`config.mk`:
```
export PLATFORM = sky130hd
export DESIGN_NAME = fcr_core
export DESIGN_NICKNAME = d
export VERILOG_FILES = /design/src/pkg/fcr_pkg.sv /design/src/fcr_core.sv /design/src/fcr_latency.sv
export VERILOG_INCLUDE_DIRS = /design/src /design/src/pkg
export SDC_FILE = /design/constraint.sdc
export NUM_CORES = 1
export LEC_CHECK = 0
export BUFFER_PORTS_ARGS = -buffer_cell sky130_fd_sc_hd__buf_2
export CORE_MARGIN = 2
export CORE_UTILIZATION = 55
export DETAILED_ROUTE_END_ITERATION = 7
export GPL_TIMING_DRIVEN = 0
export MAX_ROUTING_LAYER = met4
export PLACE_DENSITY = 0.72
export REMOVE_ABC_BUFFERS = 1
export SLEW_MARGIN = 20
export SYNTH_ARGS = -nofsm -noshare
export SYNTH_HDL_FRONTEND = slang
export SYNTH_SLANG_ARGS = --single-unit
```
`constraint.sdc`:
```
create_clock -name ref_clk -period 4.69 [get_ports ref_clk]
set_input_delay 1.407 -clock ref_clk [delete_from_list [all_inputs] [get_ports ref_clk]]
set_output_delay 1.407 -clock ref_clk [all_outputs]
set_load 0.005 [all_outputs]
```
`src/pkg/fcr_map.svh`:
```
`ifndef FCR_MAP_SVH
`define FCR_MAP_SVH

// ----------------------------------------------------------------
// Command opcodes
// ----------------------------------------------------------------
`define FCR_OP_WRITE_REGS 8'h01
`define FCR_OP_READ_STAT2 8'h07
`define FCR_OP_RDCR      8'h35
`define FCR_OP_SRST      8'hF0
`define FCR_OP_ESUSP     8'h75
`define FCR_OP_ERES      8'h7A
`define FCR_OP_PSUSP     8'h85
`define FCR_OP_PRES      8'h8A
`define FCR_OP_READ3     8'h03
`define FCR_OP_READ4     8'h13
`define FCR_OP_FAST3     8'h0B
`define FCR_OP_FAST4     8'h0C
`define FCR_OP_DOUT3     8'h3B
`define FCR_OP_DOUT4     8'h3C
`define FCR_OP_QOUT3     8'h6B
`define FCR_OP_QOUT4     8'h6C
`define FCR_OP_DIO3      8'hBB
`define FCR_OP_DIO4      8'hBC
`define FCR_OP_QIO3      8'hEB
`define FCR_OP_QIO4      8'hEC
`define FCR_OP_DDRF3     8'h0D
`define FCR_OP_DDRF4     8'h0E
`define FCR_OP_DDRD3     8'hBD
`define FCR_OP_DDRD4     8'hBE
`define FCR_OP_DDRQ3     8'hED
`define FCR_OP_DDRQ4     8'hEE
`define FCR_OP_QPP       8'h32

// ----------------------------------------------------------------
// Field positions and reset values
// ----------------------------------------------------------------
`define FCR_CR_LAT       7:6
`define FCR_CR_ORIGIN    5
`define FCR_CR_VOLAT     3
`define FCR_CR_PARM      2
`define FCR_CR_QUAD      1
`define FCR_CR_FREEZE    0
`define FCR_STAT1_BP     4:2
`define FCR_STAT1_PERR   6
`define FCR_STAT2_ERASE  1
`define FCR_STAT2_PROG   0
`define FCR_BP_VOL_RST   3'h7
`define FCR_BP_RST       3'h0
`define FCR_LAT_RST      2'h0
`define FCR_LAT_SLOW     2'h3
`define FCR_BITS_BYTE    3'h7
`define FCR_WR_FULL      2'h2

// ----------------------------------------------------------------
// Latency tables, one nibble per code, code 3 in the top nibble
// ----------------------------------------------------------------
`define FCR_DUMMY_FAST   16'h0888
`define FCR_DUMMY_DIO    16'h0210
`define FCR_DUMMY_QIO    16'h1544
`define FCR_DUMMY_DDRF   16'h1542
`define FCR_DUMMY_DDRD   16'h2654
`define FCR_DUMMY_DDRQ   16'h3876
`define FCR_MODE_NONE    4'h0
`define FCR_MODE_DIO     4'h4
`define FCR_MODE_QIO     4'h2
`define FCR_MODE_DDRF    4'h4
`define FCR_MODE_DDRD    4'h2
`define FCR_MODE_DDRQ    4'h1

`endif

```
`src/pkg/fcr_pkg.sv`:
```
package fcr_pkg;

  typedef enum logic [1:0]
  {
    fcr_st_cmd  = 2'b00,
    fcr_st_wr   = 2'b01,
    fcr_st_rd   = 2'b10,
    fcr_st_skip = 2'b11
  } fcr_state_t;

endpackage : fcr_pkg

```
`src/fcr_core.sv`:
```
// How it works
// - Latency code picks dummy cycles; mode cycles are fixed per command.
// - Single-rate table for the enhanced settings.
// - Double-rate table for the enhanced settings.
// - Origin bit: protect from top or bottom.
// - OTP bits never return to zero; error unless freeze is set.
// - Volatile protect bits become 111 on reset.
// - Parameter block top when location bit set.
// - Uniform sectors make location bit meaningless.
// - Origin and location bits are independent.
// - Quad bit turns protect/hold pins into data.
// - Freeze blocks protect, origin, location; volatile bit stays writable.
// - Unfrozen, other configuration bits stay writable.
// - Freeze clears only on power or hardware reset.
// - Freeze may be set in same write.
// - Second status read; upper bits read zero.
// - Erase suspend flag follows suspend/resume commands.
// - Program suspend flag follows suspend/resume commands.
`timescale 1ns/100ps
`include "fcr_map.svh"

module fcr_core
(
  input  wire logic       ref_clk,
  input  wire logic       sys_rst,
  input  wire logic       clk_en,
  input  wire logic       hw_reset_n,
  input  wire logic       uniform_sectors,
  input  wire logic       spi_cs_n,
  input  wire logic       spi_sck,
  input  wire logic       spi_si,
  input  wire logic       wp_n,
  input  wire logic       hold_n,
  output logic            spi_so,
  output logic            spi_so_oe_n,
  output logic [1:0]      latency_code,
  output logic [3:0]      read_mode_cycles,
  output logic [3:0]      read_dummy_cycles,
  output logic            read_unsupported,
  output logic            quad_cmd_error,
  output logic [2:0]      block_protect_bits,
  output logic            protect_from_bottom,
  output logic            bp_volatile,
  output logic            param_block_top,
  output logic            param_block_used,
  output logic            quad_mode,
  output logic            wp_active,
  output logic            hold_active,
  output logic            freeze_locked,
  output logic            program_error,
  output logic            erase_suspended_flag,
  output logic            program_suspended_flag
);

  // ----------------------------------------------------------------
  // Pin synchronisers
  // ----------------------------------------------------------------
  logic [1:0] cs_s_ff, si_s_ff, hw_s_ff, uni_s_ff, wp_s_ff, hold_s_ff;
  logic [2:0] sck_s_ff;
  logic       cs_d_ff;

  always_ff @(posedge ref_clk or posedge sys_rst)
  begin
    if (sys_rst)
    begin
      cs_s_ff   <= 2'h3;
      cs_d_ff   <= 1'b1;
      sck_s_ff  <= 3'h0;
      si_s_ff   <= 2'h0;
      hw_s_ff   <= 2'h3;
      uni_s_ff  <= 2'h0;
      wp_s_ff   <= 2'h3;
      hold_s_ff <= 2'h3;
    end
    else if (clk_en)
    begin
      cs_s_ff   <= {cs_s_ff[0], spi_cs_n};
      cs_d_ff   <= cs_s_ff[1];
      sck_s_ff  <= {sck_s_ff[1:0], spi_sck};
      si_s_ff   <= {si_s_ff[0], spi_si};
      hw_s_ff   <= {hw_s_ff[0], hw_reset_n};
      uni_s_ff  <= {uni_s_ff[0], uniform_sectors};
      wp_s_ff   <= {wp_s_ff[0], wp_n};
      hold_s_ff <= {hold_s_ff[0], hold_n};
    end
  end

  logic hw_ok, active, sck_rise, sck_fall, cs_rise;
  assign hw_ok    = hw_s_ff[1];
  assign active   = ~cs_s_ff[1] & hw_ok;
  assign sck_rise = sck_s_ff[1] & ~sck_s_ff[2];
  assign sck_fall = ~sck_s_ff[1] & sck_s_ff[2];
  assign cs_rise  = cs_s_ff[1] & ~cs_d_ff;

  // ----------------------------------------------------------------
  // Serial engine, mode 0: sample on rise, shift out on fall
  // ----------------------------------------------------------------
  fcr_pkg::fcr_state_t state_ff;
  logic [2:0] bit_cnt_ff;
  logic [6:0] rx_ff;
  logic [7:0] tx_ff, wr_sr_ff, wr_cr_ff, sel_reg_ff;
  logic [1:0] wr_cnt_ff;
  logic [7:0] rx_byte, cr_word, sr2_word;
  logic       byte_done, in_cmd, wr_commit, srst_evt;

  assign rx_byte   = {rx_ff, si_s_ff[1]};
  assign byte_done = active & sck_rise & (bit_cnt_ff == `FCR_BITS_BYTE);
  assign in_cmd    = byte_done & (state_ff == fcr_pkg::fcr_st_cmd);
  assign srst_evt  = in_cmd & (rx_byte == `FCR_OP_SRST);
  assign wr_commit = cs_rise & hw_ok & (state_ff == fcr_pkg::fcr_st_wr);

  always_ff @(posedge ref_clk or posedge sys_rst)
  begin
    if (sys_rst)
    begin
      state_ff   <= fcr_pkg::fcr_st_cmd;
      bit_cnt_ff <= 3'h0;
      rx_ff      <= 7'h00;
      wr_cnt_ff  <= 2'h0;
      wr_sr_ff   <= 8'h00;
      wr_cr_ff   <= 8'h00;
      sel_reg_ff <= 8'h00;
    end
    else if (clk_en)
    begin
      if (!active)
      begin
        state_ff   <= fcr_pkg::fcr_st_cmd;
        bit_cnt_ff <= 3'h0;
        wr_cnt_ff  <= 2'h0;
      end
      else if (sck_rise)
      begin
        rx_ff      <= rx_byte[6:0];
        bit_cnt_ff <= bit_cnt_ff + 3'h1;
        if (byte_done)
        begin
          unique case (state_ff)
            fcr_pkg::fcr_st_cmd:
            begin
              sel_reg_ff <= rx_byte;
              if (rx_byte == `FCR_OP_WRITE_REGS)
                state_ff <= fcr_pkg::fcr_st_wr;
              else if (rx_byte == `FCR_OP_READ_STAT2 || rx_byte == `FCR_OP_RDCR)
                state_ff <= fcr_pkg::fcr_st_rd;
              else
                state_ff <= fcr_pkg::fcr_st_skip;
            end
            fcr_pkg::fcr_st_wr:
            begin
              if (wr_cnt_ff == 2'h0)
                wr_sr_ff <= rx_byte;
              else
                wr_cr_ff <= rx_byte;
              if (wr_cnt_ff != `FCR_WR_FULL)
                wr_cnt_ff <= wr_cnt_ff + 2'h1;
            end
            fcr_pkg::fcr_st_rd, fcr_pkg::fcr_st_skip:
              state_ff <= state_ff;
          endcase
        end
      end
    end
  end

  // Register image is re-sent every byte, so reads may run continuously
  always_ff @(posedge ref_clk or posedge sys_rst)
  begin
    if (sys_rst)
    begin
      tx_ff       <= 8'h00;
      spi_so      <= 1'b0;
      spi_so_oe_n <= 1'b1;
    end
    else if (clk_en)
    begin
      spi_so_oe_n <= ~(active & (state_ff == fcr_pkg::fcr_st_rd));
      if (in_cmd && rx_byte == `FCR_OP_READ_STAT2)
        tx_ff <= sr2_word;
      else if (in_cmd && rx_byte == `FCR_OP_RDCR)
        tx_ff <= cr_word;
      else if (byte_done && state_ff == fcr_pkg::fcr_st_rd)
        tx_ff <= (sel_reg_ff == `FCR_OP_READ_STAT2) ? sr2_word : cr_word;
      else if (active && sck_fall && state_ff == fcr_pkg::fcr_st_rd)
      begin
        spi_so <= tx_ff[7];
        tx_ff  <= {tx_ff[6:0], 1'b0};
      end
    end
  end

  // ----------------------------------------------------------------
  // Configuration and protection bits
  // ----------------------------------------------------------------
  logic [1:0] lat_code_ff;
  logic [2:0] bp_ff;
  logic       origin_ff, volat_ff, parm_ff, quad_ff, freeze_ff, perr_ff;
  logic       cr_written, otp_clear_try, any_reset;

  assign cr_word    = {lat_code_ff, origin_ff, 1'b0, volat_ff, parm_ff, quad_ff, freeze_ff};
  assign cr_written = wr_commit & (wr_cnt_ff == `FCR_WR_FULL);
  assign any_reset  = ~hw_ok | srst_evt;
  // Attempted clear of a programmed one-time bit
  assign otp_clear_try = cr_written & ~freeze_ff &
                         ((origin_ff & ~wr_cr_ff[`FCR_CR_ORIGIN]) |
                          (volat_ff & ~wr_cr_ff[`FCR_CR_VOLAT]) |
                          (parm_ff & ~wr_cr_ff[`FCR_CR_PARM]));

  // Nonvolatile bits survive hardware and software reset; only sys_rst
  // stands for a factory-fresh part.
  always_ff @(posedge ref_clk or posedge sys_rst)
  begin
    if (sys_rst)
    begin
      lat_code_ff <= `FCR_LAT_RST;
      quad_ff   <= 1'b0;
      origin_ff <= 1'b0;
      volat_ff  <= 1'b0;
      parm_ff   <= 1'b0;
    end
    else if (clk_en && cr_written)
    begin
      lat_code_ff <= wr_cr_ff[`FCR_CR_LAT];
      quad_ff <= wr_cr_ff[`FCR_CR_QUAD];
      volat_ff <= volat_ff | wr_cr_ff[`FCR_CR_VOLAT];
      if (!freeze_ff)
      begin
        origin_ff <= origin_ff | wr_cr_ff[`FCR_CR_ORIGIN];
        parm_ff   <= parm_ff | wr_cr_ff[`FCR_CR_PARM];
      end
    end
  end

  always_ff @(posedge ref_clk or posedge sys_rst)
  begin
    if (sys_rst)
      freeze_ff <= 1'b0;
    else if (clk_en)
    begin
      if (!hw_ok)
        freeze_ff <= 1'b0;
      else if (cr_written && wr_cr_ff[`FCR_CR_FREEZE])
        freeze_ff <= 1'b1;
    end
  end

  always_ff @(posedge ref_clk or posedge sys_rst)
  begin
    if (sys_rst)
      bp_ff <= `FCR_BP_RST;
    else if (clk_en)
    begin
      if (any_reset && volat_ff)
        bp_ff <= `FCR_BP_VOL_RST;
      // An opcode-only write carries no status byte; keep the old one out
      else if (wr_commit && wr_cnt_ff != 2'h0 && !freeze_ff)
        bp_ff <= wr_sr_ff[`FCR_STAT1_BP];
    end
  end

  // Error set wins over the reset clear
  always_ff @(posedge ref_clk or posedge sys_rst)
  begin
    if (sys_rst)
      perr_ff <= 1'b0;
    else if (clk_en)
    begin
      if (otp_clear_try)
        perr_ff <= 1'b1;
      else if (any_reset)
        perr_ff <= 1'b0;
    end
  end

  // ----------------------------------------------------------------
  // Suspend flags, read-only to the host
  // ----------------------------------------------------------------
  logic erase_sus_ff, prog_sus_ff;
  assign sr2_word = {6'h00, erase_sus_ff, prog_sus_ff};

  always_ff @(posedge ref_clk or posedge sys_rst)
  begin
    if (sys_rst)
    begin
      erase_sus_ff <= 1'b0;
      prog_sus_ff  <= 1'b0;
    end
    else if (clk_en)
    begin
      if (any_reset)
      begin
        erase_sus_ff <= 1'b0;
        prog_sus_ff  <= 1'b0;
      end
      else if (in_cmd)
      begin
        if (rx_byte == `FCR_OP_ESUSP)
          erase_sus_ff <= 1'b1;
        else if (rx_byte == `FCR_OP_ERES)
          erase_sus_ff <= 1'b0;
        if (rx_byte == `FCR_OP_PSUSP)
          prog_sus_ff <= 1'b1;
        else if (rx_byte == `FCR_OP_PRES)
          prog_sus_ff <= 1'b0;
      end
    end
  end

  // ----------------------------------------------------------------
  // Read latency for the last read command seen
  // ----------------------------------------------------------------
  logic       lat_read, lat_ok, lat_quad;
  logic [3:0] lat_mode, lat_dummy;

  fcr_latency u_latency
  (
    .opcode       (rx_byte),
    .lat_code     (lat_code_ff),
    .is_read      (lat_read),
    .supported    (lat_ok),
    .needs_quad   (lat_quad),
    .mode_cycles  (lat_mode),
    .dummy_cycles (lat_dummy)
  );

  always_ff @(posedge ref_clk or posedge sys_rst)
  begin
    if (sys_rst)
    begin
      read_mode_cycles  <= 4'h0;
      read_dummy_cycles <= 4'h0;
      read_unsupported  <= 1'b0;
      quad_cmd_error    <= 1'b0;
    end
    else if (clk_en && in_cmd)
    begin
      // Sampled per command: a later code change needs a new command
      if (lat_read)
      begin
        read_mode_cycles  <= lat_mode;
        read_dummy_cycles <= lat_dummy;
        read_unsupported  <= ~lat_ok;
      end
      quad_cmd_error <= (lat_quad | (rx_byte == `FCR_OP_QPP)) & ~quad_ff;
    end
  end

  // ----------------------------------------------------------------
  // Registered views of the configuration
  // ----------------------------------------------------------------
  always_ff @(posedge ref_clk or posedge sys_rst)
  begin
    if (sys_rst)
    begin
      latency_code           <= `FCR_LAT_RST;
      block_protect_bits     <= `FCR_BP_RST;
      protect_from_bottom    <= 1'b0;
      bp_volatile            <= 1'b0;
      param_block_top        <= 1'b0;
      param_block_used       <= 1'b0;
      quad_mode              <= 1'b0;
      wp_active              <= 1'b0;
      hold_active            <= 1'b0;
      freeze_locked          <= 1'b0;
      program_error          <= 1'b0;
      erase_suspended_flag   <= 1'b0;
      program_suspended_flag <= 1'b0;
    end
    else if (clk_en)
    begin
      latency_code           <= lat_code_ff;
      block_protect_bits     <= bp_ff;
      protect_from_bottom    <= origin_ff;
      bp_volatile            <= volat_ff;
      param_block_used       <= ~uni_s_ff[1];
      param_block_top        <= parm_ff & ~uni_s_ff[1];
      quad_mode              <= quad_ff;
      wp_active              <= ~quad_ff & ~wp_s_ff[1];
      hold_active            <= ~quad_ff & ~hold_s_ff[1];
      freeze_locked          <= freeze_ff;
      program_error          <= perr_ff;
      erase_suspended_flag   <= erase_sus_ff;
      program_suspended_flag <= prog_sus_ff;
    end
  end
endmodule : fcr_core

```
`src/fcr_latency.sv`:
```
`timescale 1ns/100ps
`include "fcr_map.svh"

module fcr_latency
(
  input  wire logic [7:0] opcode,
  input  wire logic [1:0] lat_code,
  output logic            is_read,
  output logic            supported,
  output logic            needs_quad,
  output logic [3:0]      mode_cycles,
  output logic [3:0]      dummy_cycles
);

  function automatic logic [3:0] fcr_nib(input logic [15:0] tbl, input logic [1:0] sel);
    fcr_nib = tbl[{sel, 2'b00} +: 4];
  endfunction : fcr_nib

  always_comb
  begin
    is_read      = 1'b1;
    supported    = 1'b1;
    needs_quad   = 1'b0;
    mode_cycles  = `FCR_MODE_NONE;
    dummy_cycles = 4'h0;
    case (opcode)
      `FCR_OP_READ3, `FCR_OP_READ4:
        supported = (lat_code == `FCR_LAT_SLOW);
      `FCR_OP_FAST3, `FCR_OP_FAST4, `FCR_OP_DOUT3, `FCR_OP_DOUT4:
        dummy_cycles = fcr_nib(`FCR_DUMMY_FAST, lat_code);
      `FCR_OP_QOUT3, `FCR_OP_QOUT4:
      begin
        dummy_cycles = fcr_nib(`FCR_DUMMY_FAST, lat_code);
        needs_quad   = 1'b1;
      end
      `FCR_OP_DIO3, `FCR_OP_DIO4:
      begin
        mode_cycles  = `FCR_MODE_DIO;
        dummy_cycles = fcr_nib(`FCR_DUMMY_DIO, lat_code);
      end
      `FCR_OP_QIO3, `FCR_OP_QIO4:
      begin
        mode_cycles  = `FCR_MODE_QIO;
        dummy_cycles = fcr_nib(`FCR_DUMMY_QIO, lat_code);
        needs_quad   = 1'b1;
      end
      `FCR_OP_DDRF3, `FCR_OP_DDRF4:
      begin
        mode_cycles  = `FCR_MODE_DDRF;
        dummy_cycles = fcr_nib(`FCR_DUMMY_DDRF, lat_code);
      end
      `FCR_OP_DDRD3, `FCR_OP_DDRD4:
      begin
        mode_cycles  = `FCR_MODE_DDRD;
        dummy_cycles = fcr_nib(`FCR_DUMMY_DDRD, lat_code);
      end
      `FCR_OP_DDRQ3, `FCR_OP_DDRQ4:
      begin
        mode_cycles  = `FCR_MODE_DDRQ;
        dummy_cycles = fcr_nib(`FCR_DUMMY_DDRQ, lat_code);
        needs_quad   = 1'b1;
      end
      default:
      begin
        is_read   = 1'b0;
        supported = 1'b0;
      end
    endcase
  end

endmodule : fcr_latency

```
; ---- After elaboration in Yosys (flattened, before gate mapping)
; Index checks and enable logic that the tools add are counted.
[op_classes]
n_addsub = 2
n_eq_ne = 40
shift = 6
n_mux = 37
bitwise = 47
reduce_logical = 50
[ops]
columns = operator, count
row1 = "16-bit by 5-bit variable part select with 4-bit output, first input constant", 6
row2 = "8-bit equality test, second input constant", 11
row3 = 8-bit 2-to-1 mux, 5
row4 = "8-bit by 4-bit equality test with 1-bit output, second input constant", 4
row5 = "8-bit by 6-bit equality test with 1-bit output, second input constant", 4
row6 = "8-bit by 7-bit equality test with 1-bit output, second input constant", 4
row7 = 4-bit case mux with 6 select lines, 1
row8 = 1-bit bitwise AND, 21
row9 = 2-bit 2-to-1 mux, 10
row10 = 1-bit inverter, 19
row11 = 18-bit OR reduction, 1
row12 = "8-bit by 3-bit equality test with 1-bit output, second input constant", 2
row13 = 16-bit OR reduction, 1
row14 = 1-bit 2-to-1 mux, 15
row15 = 5-bit AND reduction, 3
row16 = 2-bit AND reduction, 7
row17 = 3-bit 2-to-1 mux, 4
row18 = "2-bit by 1-bit inequality test with 1-bit output, second input constant", 6
row19 = 6-bit AND reduction, 2
row20 = 2-bit OR reduction, 6
row21 = 6-bit OR reduction, 2
row22 = 1-bit logical AND, 11
row23 = 3-bit case mux with 3 select lines, 1
row24 = 3-bit AND reduction, 3
row25 = other kinds (19), 33
[totals]
ff_bits = 100
input_bits = 10
wordCells = 227

; ---- Longest topological paths before layout
; Gate-level depths: netlist of run 1.
[depth]
depth_word = 10
depth_mapped = 7
ltp_nobuf = 7

; ---- By module
; Synthesis of run 1 repeated with hierarchy kept, for this count alone.
[unflattened]
cells_unflattened = 430
hier_area_um2 = 4765.8
[by_module_without_submodules]
columns = mod, instances, cells_per_inst, area_per_inst_um2, seq_area_each_um2
row1 = fcr_core, 1, 359, 4301.6, 2439.8
row2 = fcr_latency, 1, 71, 464.2, 0.0

; ---- Least setup slack after synthesis of run 1
; OpenSTA, ideal clock, no wires.
[synth_timing]
path_kind = input to register
from = input clk_en
to = register tx_ff[0]
setup_time_ps = 128
arrival_ps = 2696
t_required_ps = 4562
path_slack_ps = 1866
stages = 6
n_path_buf = 1
path_cell_list = buf_2 -> nand3b_1 -> or4b_4 -> o211a_1 -> a311oi_1 -> a21oi_1
[synth_via]
elab_chain_cells = 1
[synth_rtl]
columns = item, line_no
row1 = "start, declared", fcr_core.sv:26  ; input wire logic clk_en,
row2 = 2-bit AND reduction (no source line), --
row3 = "end signal, assigned", fcr_core.sv:179  ; tx_ff <= sr2_word;
row4 = "end signal, assigned", fcr_core.sv:181  ; tx_ff <= cr_word;
row5 = "end signal, assigned", fcr_core.sv:183  ; tx_ff <= (sel_reg_ff == `FCR_OP_READ_STAT2) ? sr2_word : cr_word;
row6 = "end, declared", fcr_core.sv:101  ; logic [7:0] tx_ff, wr_sr_ff, wr_cr_ff, sel_reg_ff;
; Every way passes these cells.
; A chain may end at the register's enable or synchronous reset.

; ---- Worst setup path in the final report of run 1
; Ends and elaborated chain as after synthesis.

==> results of run 1 <==
metrics by stage:
| step | util | setup WS (ns) |
|---|---|---|
| 2_1_floorplan | - | 0.794 |
| 3_3_place_gp | 0.596 | -0.201 |
| 3_5_place_dp | 0.600 | 0.771 |
| 4_1_cts | 0.628 | 1.17 |
| 5_1_grt | 0.628 | 0.975 |
| 6_report | 0.628 | 1.15 |
sequential cells by signal (all words and copies together) (netlist names), 3 cells and up:
register	flops
sel_reg_ff	8
tx_ff	8
rx_ff	7
wr_cr_ff	7
read_dummy_cycles	4
bit_cnt_ff	3
block_protect_bits	3
bp_ff	3
read_mode_cycles	3
sck_s_ff	3
wr_sr_ff	3
cell type report:
class | instances | area (um2) | share of cell area
repair buffers | 37 | 208 | 0.0398
clock inverters | 5 | 88.8 | 0.0170
clock buffers | 11 | 141 | 0.0271
well taps | 105 | 131 | 0.0252
flip-flops and latches | 96 | 2410 | 0.463
inverters | 17 | 68.8 | 0.0132
multi-input cells | 296 | 2160 | 0.414
cell families after synthesis:
group / Yosys count
buffers and inverters: 43
AND/OR/NAND/NOR: 142
flip-flops: 96
multiplexers: 49
adder cells (fa/ha/maj): 5
AO/OA/AOI/OAI: 97
XOR/XNOR: 2
other: 1
report_power, final:
| part | internal [uW] | switching (uW) | total [uW] |
|---|---|---|---|
| Clock | 322 | 289 | 611 |
| Combinational | 78.7 | 110 | 189 |
| Sequential | 867 | 69.0 | 936 |
worst paths after layout:
kind | depth (start not counted) | slack [ns] | startpoint | to
max | 6 | 1.15 | clk_en | tx_ff[0]
min | 2 | 0.48 | sel_reg_ff[5] | sel_reg_ff[5]
max reg2reg | 4 | 2.13 | hw_s_ff[1] | wr_cr_ff[0]
min reg2reg | 2 | 0.48 | sel_reg_ff[5] | sel_reg_ff[5]
max in group asynchronous | 3 | 3.00 | sys_rst | hold_s_ff[1]
min in group asynchronous | 2 | 1.05 | sys_rst | read_dummy_cycles[1]
metal layers:
layer,track usage,part of all wire,routed length (um)
met1,0.307,0.46,4640
met2,0.341,0.48,4790
met3,0.0347,0.047,467
met4,0.0704,0.011,110
met5,-,0,0
Yosys cell counts, types with 3 or more instances:
cell type | count | area, um2
dfrtp_1 | 86 | 2150
nand2_1 | 58 | 218
mux2_2 | 41 | 462
o21ai_0 | 28 | 140
a21oi_1 | 21 | 105
inv_1 | 17 | 63.8
nor2_1 | 13 | 48.8
clkbuf_1 | 10 | 37.5
dfstp_2 | 10 | 263
buf_2 | 8 | 40.0
o2bb2ai_1 | 8 | 70.1
mux2i_1 | 7 | 70.1
nand2b_1 | 6 | 37.5
nor3_1 | 6 | 30.0
a22o_1 | 5 | 43.8
nand3_1 | 5 | 25.0
o31ai_1 | 5 | 37.5
buf_1 | 4 | 15.0
ha_1 | 4 | 50.1
nand3b_1 | 4 | 30.0
nor2b_1 | 4 | 25.0
nor4b_1 | 4 | 35.0
a21o_1 | 3 | 22.5
and3_1 | 3 | 18.8
and3b_1 | 3 | 26.3
buf_4 | 3 | 22.5
nand4b_1 | 3 | 26.3
nor3b_1 | 3 | 22.5
nor4bb_1 | 3 | 30.0
o221ai_1 | 3 | 26.3
critical path, cell delays in order:
cell,delay (ns)
buf_2,0.79
nand3b_1,0.32
or4b_4,0.65
o211a_1,0.19
a311oi_1,0.29
a21oi_1,0.12
==> qor.yml, run 1 <==
gr-total-overflow: 0
drive_gt1_frac: 0.273
rows: 33
initial_utilization: 0.573
syn_area_per_cell_um2: 10.9
cp-end-kind: "register"
hpwl_um: 6940
cts_made_buffers: 9
ioPinCount: 38
layout_min_cycle_time_ns: 3.54
cts_tree: "yes"
fill_cells: 687
synthMuxAreaShare: 0.114
worstMarginPinSlew_ns: 1.06
synth_fa_ha_area_frac: 0.0126
ir_drop_mv: 0.181
antenna_found_initial: 0
mostFrequentLayoutCells: "dfrtp_1 (86), nand2_1 (58), mux2_2 (41)"
clock_path_buffers: 2
stdcell_count: 567
report.final.slew_viol_count: 0
place_inst: 551
synth_compound_area_frac: 0.147
grt_max_degree: 53
place.gp.congestion: 0.866
status: "finished clean"
layout_commonest_cell: "dfrtp_1"
syn_area_mm2: 0.00476
setup_tns_ns: 0
design_area_mm2: 0.00521
cp.arrival_ns: 3.78
cellPowerDensity_mw_per_mm2: 333
antenna_left: 0
synthArstFlopShare: 1.00
setup_viol: 0
die_area_mm2: 0.00941
wl_per_cell_um: 17.6
synth-xor-area-share: 0.00368
synthDistinctLibCells: 72
coreArea_mm2: 0.00830
total_power_uw: 1740
yosysWarningCount: 0
drtIter0Drc: 251
cp-start-kind: "primary input"
area_growth_syn_to_layout_pct: 9.55
p_leak_uw: 0.00236
synth-seq-area-share: 0.507
antenna_cells: 0
critPathKind: "in -> reg"
via_per_inst: 6.01
drc: 0
htreeDepth: 3
cp.required_ns: 4.93
cts_root_buffer: "clkbuf_8"
maxCapViolations: 0
finClkSkew_ns: 0.0132
port_buffers: 36
placed_area_mm2: 0.00498
finalWirelength_um: 10000
max_clock_freq_ghz: 0.283
rsz0062_at_grt: "no"
synthSimpleGateAreaFrac: 0.176
vias: 3410
netlist_instances: 435
path_clk_slew_ns: 0.10
first_pass_iters: 5
ctsResizeCount: 0
cts_setup_buffers: 0
timing.slew.headroom: 0.293
ctsHoldBuffers: 0
fin_crit_sh: 0.755
hold_viol_final: 0
yosys_register_bits: 96
die_w_um: 97.0
hold_ws_ns: 0.480
hold_class: "reg -> reg"
worstPathMaxFanout: 52
grt.total_usage: 0.222
grt_pass1_wl_um: 16600
cts.sinks: 96
synth_top_family_by_area: "simple AND/OR/NAND/NOR gates"
first_global_vias: 3389
synth-main-ff-cell: "dfrtp_1"
synth-edff-count: 0
die_y_um: 97.0
nNetsFinal: 471
clk_latency_ns: 0.36
Note: power is estimated with default switching activity, not from simulation.
==> inputs of run 2 (changes only) <==
--- a/config.mk
+++ b/config.mk
@@ -8,11 +8,11 @@
 export LEC_CHECK = 0
 export BUFFER_PORTS_ARGS = -buffer_cell sky130_fd_sc_hd__buf_2
 export CORE_MARGIN = 2
-export CORE_UTILIZATION = 55
+export CORE_UTILIZATION = 54
 export DETAILED_ROUTE_END_ITERATION = 7
 export GPL_TIMING_DRIVEN = 0
 export MAX_ROUTING_LAYER = met4
-export PLACE_DENSITY = 0.72
+export PLACE_DENSITY = 0.74
 export REMOVE_ABC_BUFFERS = 1
 export SLEW_MARGIN = 20
 export SYNTH_ARGS = -nofsm -noshare
==> constraint.sdc (replaced) <==
create_clock -name ref_clk -period 2.9 [get_ports ref_clk]
set_input_delay 0.87 -clock ref_clk [delete_from_list [all_inputs] [get_ports ref_clk]]
set_output_delay 0.87 -clock ref_clk [all_outputs]
set_load 0.005 [all_outputs]
==> run 2 against run 1 <==
Net effect: final cell count increased by 0.53%; clock skew about the same; wire length decreased by 1.8%; global-route usage about the same; sequential power increased by 62%; combinational power increased by 62%; register-to-register slack got worse by 1.7 ns; clock-buffer cell count decreased by 1; clock power increased by 47%; highest routed layer unchanged.
==> qor.yml, run 2 (same netlist as run 1, synthesis figures left out) <==
nNetsFinal: 471  # unchanged
cp-end-kind: "register"
grt_max_degree: 76  # +43%
p_comb_frac: 0.112  # +0.003
p_sw_uw: 787  # +68%
setup_viol: 0  # unchanged
layout_min_cycle_time_ns: 2.54
antenna_left: 0  # unchanged
path_clk_slew_ns: 0.10  # about the same
antenna_found_initial: 0  # unchanged
first_pass_iters: 4  # -1
hpwl_um: 6580  # -5.2%
placed_area_mm2: 0.00499  # about the same
layout_commonest_cell: "dfrtp_1"
clock_path_buffers: 2  # unchanged
rsz0062_at_grt: "no"
finClkSkew_ns: 0.0137  # +0.000419 ns
hold_class: "in -> async"
initial_utilization: 0.551  # -0.0223
cp-start-kind: "primary input"
place.gp.congestion: 0.856  # -1.1%
stdcell_count: 570  # +0.53%
top_regs: "sel_reg_ff: 8 flops, tx_ff: 8 flops"
wl_per_cell_um: 17.2  # -2.3%
design_area_mm2: 0.00519  # -0.43%
finalWirelength_um: 9830  # -1.8%
clock_power_share: 0.330  # -0.022
gr-total-overflow: 0  # unchanged
place_inst: 554  # +0.54%
crit-reg2reg-launch: "hw_s_ff[1]"
cts_root_buffer: "clkbuf_8"
r2r_cells: 4  # unchanged
grt.total_usage: 0.222  # about the same
die_w_um: 97.9  # +0.88%
hold_viol_final: 0  # unchanged
antenna_cells: 0  # unchanged
drive_gt1_frac: 0.273  # unchanged
maxCapViolations: 0  # unchanged
multiInputGateArea_mm2: 0.00216  # unchanged
cts_tree: "yes"
fin_crit_sh: 0.874
ir_drop_mv: 0.272  # +50%
area_growth_syn_to_layout_pct: 9.07
cts.sinks: 96  # unchanged
cts_setup_buffers: 0  # unchanged
mostFrequentLayoutCells: "dfrtp_1 (86), nand2_1 (58), mux2_2 (41)"
cp.required_ns: 3.19  # -1.74 ns
setup_tns_ns: 0  # unchanged
via_per_inst: 5.96  # -0.88%
die_area_mm2: 0.00958  # +1.8%
clk_latency_ns: 0.36  # about the same
swShare: 0.289  # +0.0189
port_buffers: 36  # unchanged
vias: 3398  # -0.35%
seqCellArea_mm2: 0.00241  # unchanged
rows: 34  # +3.0%
coreArea_mm2: 0.00864  # +4.1%
cp.arrival_ns: 2.83  # -0.95 ns
drtIter0Drc: 257  # +2.4%
p_leak_uw: 0.00235  # -0.56%
report.final.slew_viol_count: 0  # unchanged
htreeDepth: 3  # unchanged
worstMarginPinSlew_ns: 0.778  # -0.283 ns
crit_start: "clk_en"
cellPowerDensity_mw_per_mm2: 526  # +58%
max_clock_freq_ghz: 0.394
r2r_end: "wr_cr_ff[0]"
status: "finished clean"
grt_pass1_wl_um: 16600  # +0.29%
worstPathMaxFanout: 52  # unchanged
drc: 0  # unchanged
r2r_setup_slack_ns: 0.46  # -1.67 ns
first_global_vias: 3345  # -1.3%
fill_cells: 738  # +7.4%
timing.slew.headroom: 0.481  # +0.189
cts_made_buffers: 9  # unchanged
die_y_um: 97.9  # +0.88%
critPathKind: "in -> reg"
ioPinCount: 38  # unchanged
seq_power_share: 0.558  # +0.019
internal_power_uw: 1940  # +53%
==> run 2: worst max-delay path by stage <==
stage	end	slack, ns	depth (start not counted)
2_1_floorplan	bit_cnt_ff[0]	-0.46	1
3_3_place_gp	block_protect_bits[1]	-1.55	2
3_5_place_dp	tx_ff[1]	-0.38	6
4_1_cts	tx_ff[1]	0.40	6
5_1_grt	freeze_ff	0.22	6
6_report	freeze_ff	0.36	6
==> run 2: power groups by stage <==
stage	registers [uW]	logic, uW	clock network, uW
floorplan	1500	226	0
global placement	1540	292	0
detailed placement	1550	305	0
CTS	1520	308	918
global route	1540	340	968
finish	1520	306	901
==> run 2: area by class of cell <==
| type | instances | share of cell area |
|---|---|---|
| sequential | 96 | 0.465 |
| multi-input combinational | 296 | 0.416 |
| timing repair buffer | 37 | 0.0405 |
| tap | 108 | 0.0260 |
| clock buffer | 10 | 0.0246 |
| clock inverter | 6 | 0.0142 |
| inverter | 17 | 0.0133 |
==> run 2: worst max-delay path, stage by stage <==
cell and delay, ns:
buf_4 0.48, nand2_1 0.14, nor4b_1 0.56, and2_0 0.49, a21oi_1 0.13, a21oi_1 0.12
==> run 2: per-stage QoR <==
stage	total power (uW)	utilization	hold WS (ns)	setup slack [ns]
4_1_cts	2750	0.601	0.435	0.400
5_1_grt	2840	0.601	0.441	0.217
3_5_place_dp	1850	0.577	0.457	-0.382
2_1_floorplan	1730	-	0.435	-0.459
6_report	2730	0.601	0.435	0.365
3_3_place_gp	1830	0.574	0.446	-1.55
==> run 2: metal layers <==
layer / global-route usage / routed length [um] / part of all wire / vias up
met2: 0.327 / 4470 / 0.46 / 82
li1: - / - / - / 1623
met4: 0.0855 / 183 / 0.019 / 0
met5: - / 0 / 0 / -
met1: 0.314 / 4770 / 0.49 / 1677
met3: 0.0329 / 396 / 0.040 / 16
==> run 2: what timing repair did <==
action	4_1_cts	5_1_grt
hold buffers	0	0
resized for setup	1	0
setup endpoints to repair	1	0
==> inputs of run 3 (changes only) <==
--- a/config.mk
+++ b/config.mk
@@ -11,10 +11,10 @@
 export CORE_UTILIZATION = 54
 export DETAILED_ROUTE_END_ITERATION = 7
 export GPL_TIMING_DRIVEN = 0
+export HOLD_SLACK_MARGIN = 0.15
 export MAX_ROUTING_LAYER = met4
 export PLACE_DENSITY = 0.74
 export REMOVE_ABC_BUFFERS = 1
-export SLEW_MARGIN = 20
 export SYNTH_ARGS = -nofsm -noshare
 export SYNTH_HDL_FRONTEND = slang
 export SYNTH_SLANG_ARGS = --single-unit
==> constraint.sdc (replaced) <==
create_clock -name ref_clk -period 2.9 [get_ports ref_clk]
set_input_delay 0.435 -clock ref_clk [delete_from_list [all_inputs] [get_ports ref_clk]]
set_output_delay 0.435 -clock ref_clk [all_outputs]
set_load 0.005 [all_outputs]
==> run 3 against run 2 <==
Net effect: clock power decreased by 6.7%; critical path depth unchanged; register-to-register slack got worse by 0.02 ns; critical endpoint is now tx_ff[1]; via count decreased by 0.50%; sequential share of layout area increased by 0.10 points; critical path type unchanged.
==> qor.yml, run 3 (same netlist as run 1, synthesis figures left out) <==
max_stage_delay_ns: 0.80  # +0.24 ns
area_growth_syn_to_layout_pct: 8.84
rsz0062_at_grt: "no"
cp-end-kind: "register"
initial_utilization: 0.551  # unchanged
grt.met3_usage: 0.0351  # +0.00215
crit-reg2reg-launch: "hw_s_ff[1]"
maxCapViolations: 0  # unchanged
cts_tree: "yes"
busiest_layer: "met2"
grt.total_usage: 0.221  # -0.00107
gr-usage-met2: 0.323  # -0.00369
setup_slack_ns: 0.425  # +0.0603 ns
hpwl_um: 6570  # -0.14%
via_per_inst: 5.92  # -0.67%
die_y_um: 97.9  # unchanged
htreeDepth: 3  # unchanged
finClkSkew_ns: 0.0148  # +0.00111 ns
antenna_left: 0  # unchanged
clk_latency_ns: 0.37  # about the same
path_clk_slew_ns: 0.10  # about the same
cts.sinks: 96  # unchanged
worstPathCellList: "buf_2 > nand3b_1 > or4b_4 > o211ai_2 > nand2_2 > o31ai_1"
placed_area_mm2: 0.00498  # about the same
place.gp.congestion: 0.856  # unchanged
hold_start: "hold_n"
critical_path.top_delay_family: "simple AND/OR/NAND/NOR gates"
wl_per_cell_um: 17.0  # -1.1%
cts_made_buffers: 9  # unchanged
antenna_cells: 0  # unchanged
ioPinCount: 38  # unchanged
ctsResizeCount: 0  # -1
drtIter0Drc: 303  # +18%
stdcell_count: 571  # +0.18%
hold_viol_final: 0  # unchanged
place_ws_ns: 0.0550  # +0.437 ns
max_clock_freq_ghz: 0.404  # +2.4%
die_w_um: 97.9  # unchanged
ir_drop_mv: 0.260  # -4.2%
p_leak_uw: 0.00235  # -0.18%
setup_viol: 0  # unchanged
cellPowerDensity_mw_per_mm2: 515  # -2.0%
place_inst: 554  # unchanged
first_global_vias: 3291  # -1.6%
vias: 3381  # -0.50%
worstMarginPinSlew_ns: 1.09  # +0.309 ns
worstPathBufferInverterCount: 1  # unchanged
hold_class: "in -> reg"
status: "finished clean"
met1_usage: 0.311  # -0.00318
die_area_mm2: 0.00958  # unchanged
coreArea_mm2: 0.00864  # unchanged
first_pass_iters: 4  # unchanged
setup_tns_ns: 0  # unchanged
rows: 34  # unchanged
fin_crit_sh: 0.853  # -0.0208
layout_commonest_cell: "dfrtp_1"
cts_setup_buffers: 0  # unchanged
timing.slew.headroom: 0.276  # -0.206
cp.required_ns: 3.18  # about the same
design_area_mm2: 0.00518  # -0.22%
layout_min_cycle_time_ns: 2.48  # -0.0603 ns
grt_max_degree: 75  # -1.3%
gr-total-overflow: 0  # unchanged
port_buffers: 36  # unchanged
report.final.slew_viol_count: 0  # unchanged
top_regs: "sel_reg_ff: 8 flops, tx_ff: 8 flops"
clock_path_buffers: 2  # unchanged
cp-start-kind: "primary input"
crit_start: "clk_en"
worstPathMaxFanout: 52  # unchanged
mostFrequentLayoutCells: "dfrtp_1 (86), nand2_1 (58), mux2_2 (41)"
nNetsFinal: 472  # +0.21%
slowest_stage: "buf_2"
cp.arrival_ns: 2.75  # -0.08 ns
drive_gt1_frac: 0.274  # +0.00157
drc: 0  # unchanged
cts_root_buffer: "clkbuf_8"
antenna_found_initial: 0  # unchanged
finalWirelength_um: 9730  # -0.97%
grt_pass1_wl_um: 16500  # -1.1%
ctsHoldBuffers: 1  # +1
critPathKind: "in -> reg"
run 3: report_power, final:
| group | switching (uW) | total (uW) | internal, uW |
|---|---|---|---|
| logic | 177 | 305 | 128 |
| clock network | 509 | 841 | 332 |
| registers | 119 | 1520 | 1400 |
run 3: per-stage QoR:
step / util / power [uW] / hold slack [ns]
3_5_place_dp: 0.577 / 1850 / 0.428
4_1_cts: 0.600 / 2690 / 0.279
3_3_place_gp: 0.574 / 1830 / 0.446
5_1_grt: 0.600 / 2790 / 0.283
2_1_floorplan: - / 1730 / 0.435
6_report: 0.600 / 2670 / 0.293
run 3: area by class of cell:
cell class	count	area (um2)
Fill cell	748	3460
Sequential cell	96	2410
Multi-Input combinational cell	296	2160
Timing Repair Buffer	38	218
Tap cell	108	135
Clock buffer	9	124
Inverter	17	66.3
Clock inverter	7	61.3
run 3: path summary, 6_finish.rpt:
check	endpoint	slack (ns)	cells after the start
setup reg to reg	read_dummy_cycles[2]	0.44	5
setup / recovery	tx_ff[1]	0.42	6
max in group asynchronous	wp_s_ff[0]	1.65	4
min in group asynchronous	rx_ff[5]	0.56	3
hold reg to reg	param_block_used	0.48	1
hold / removal	hold_s_ff[0]	0.29	2
run 3: per-layer routing:
metal,vias up,part of all wire
li1,1625,-
met1,1667,0.49
met2,76,0.46
met3,13,0.039
met4,0,0.019
met5,-,0
run 3: worst register-to-register path: cells and delay by family, from the launching register on:
kind | cells | cell delay (ns)
compound gates | 2 | 0.67
flops | 1 | 0.62
simple gates | 3 | 1.10
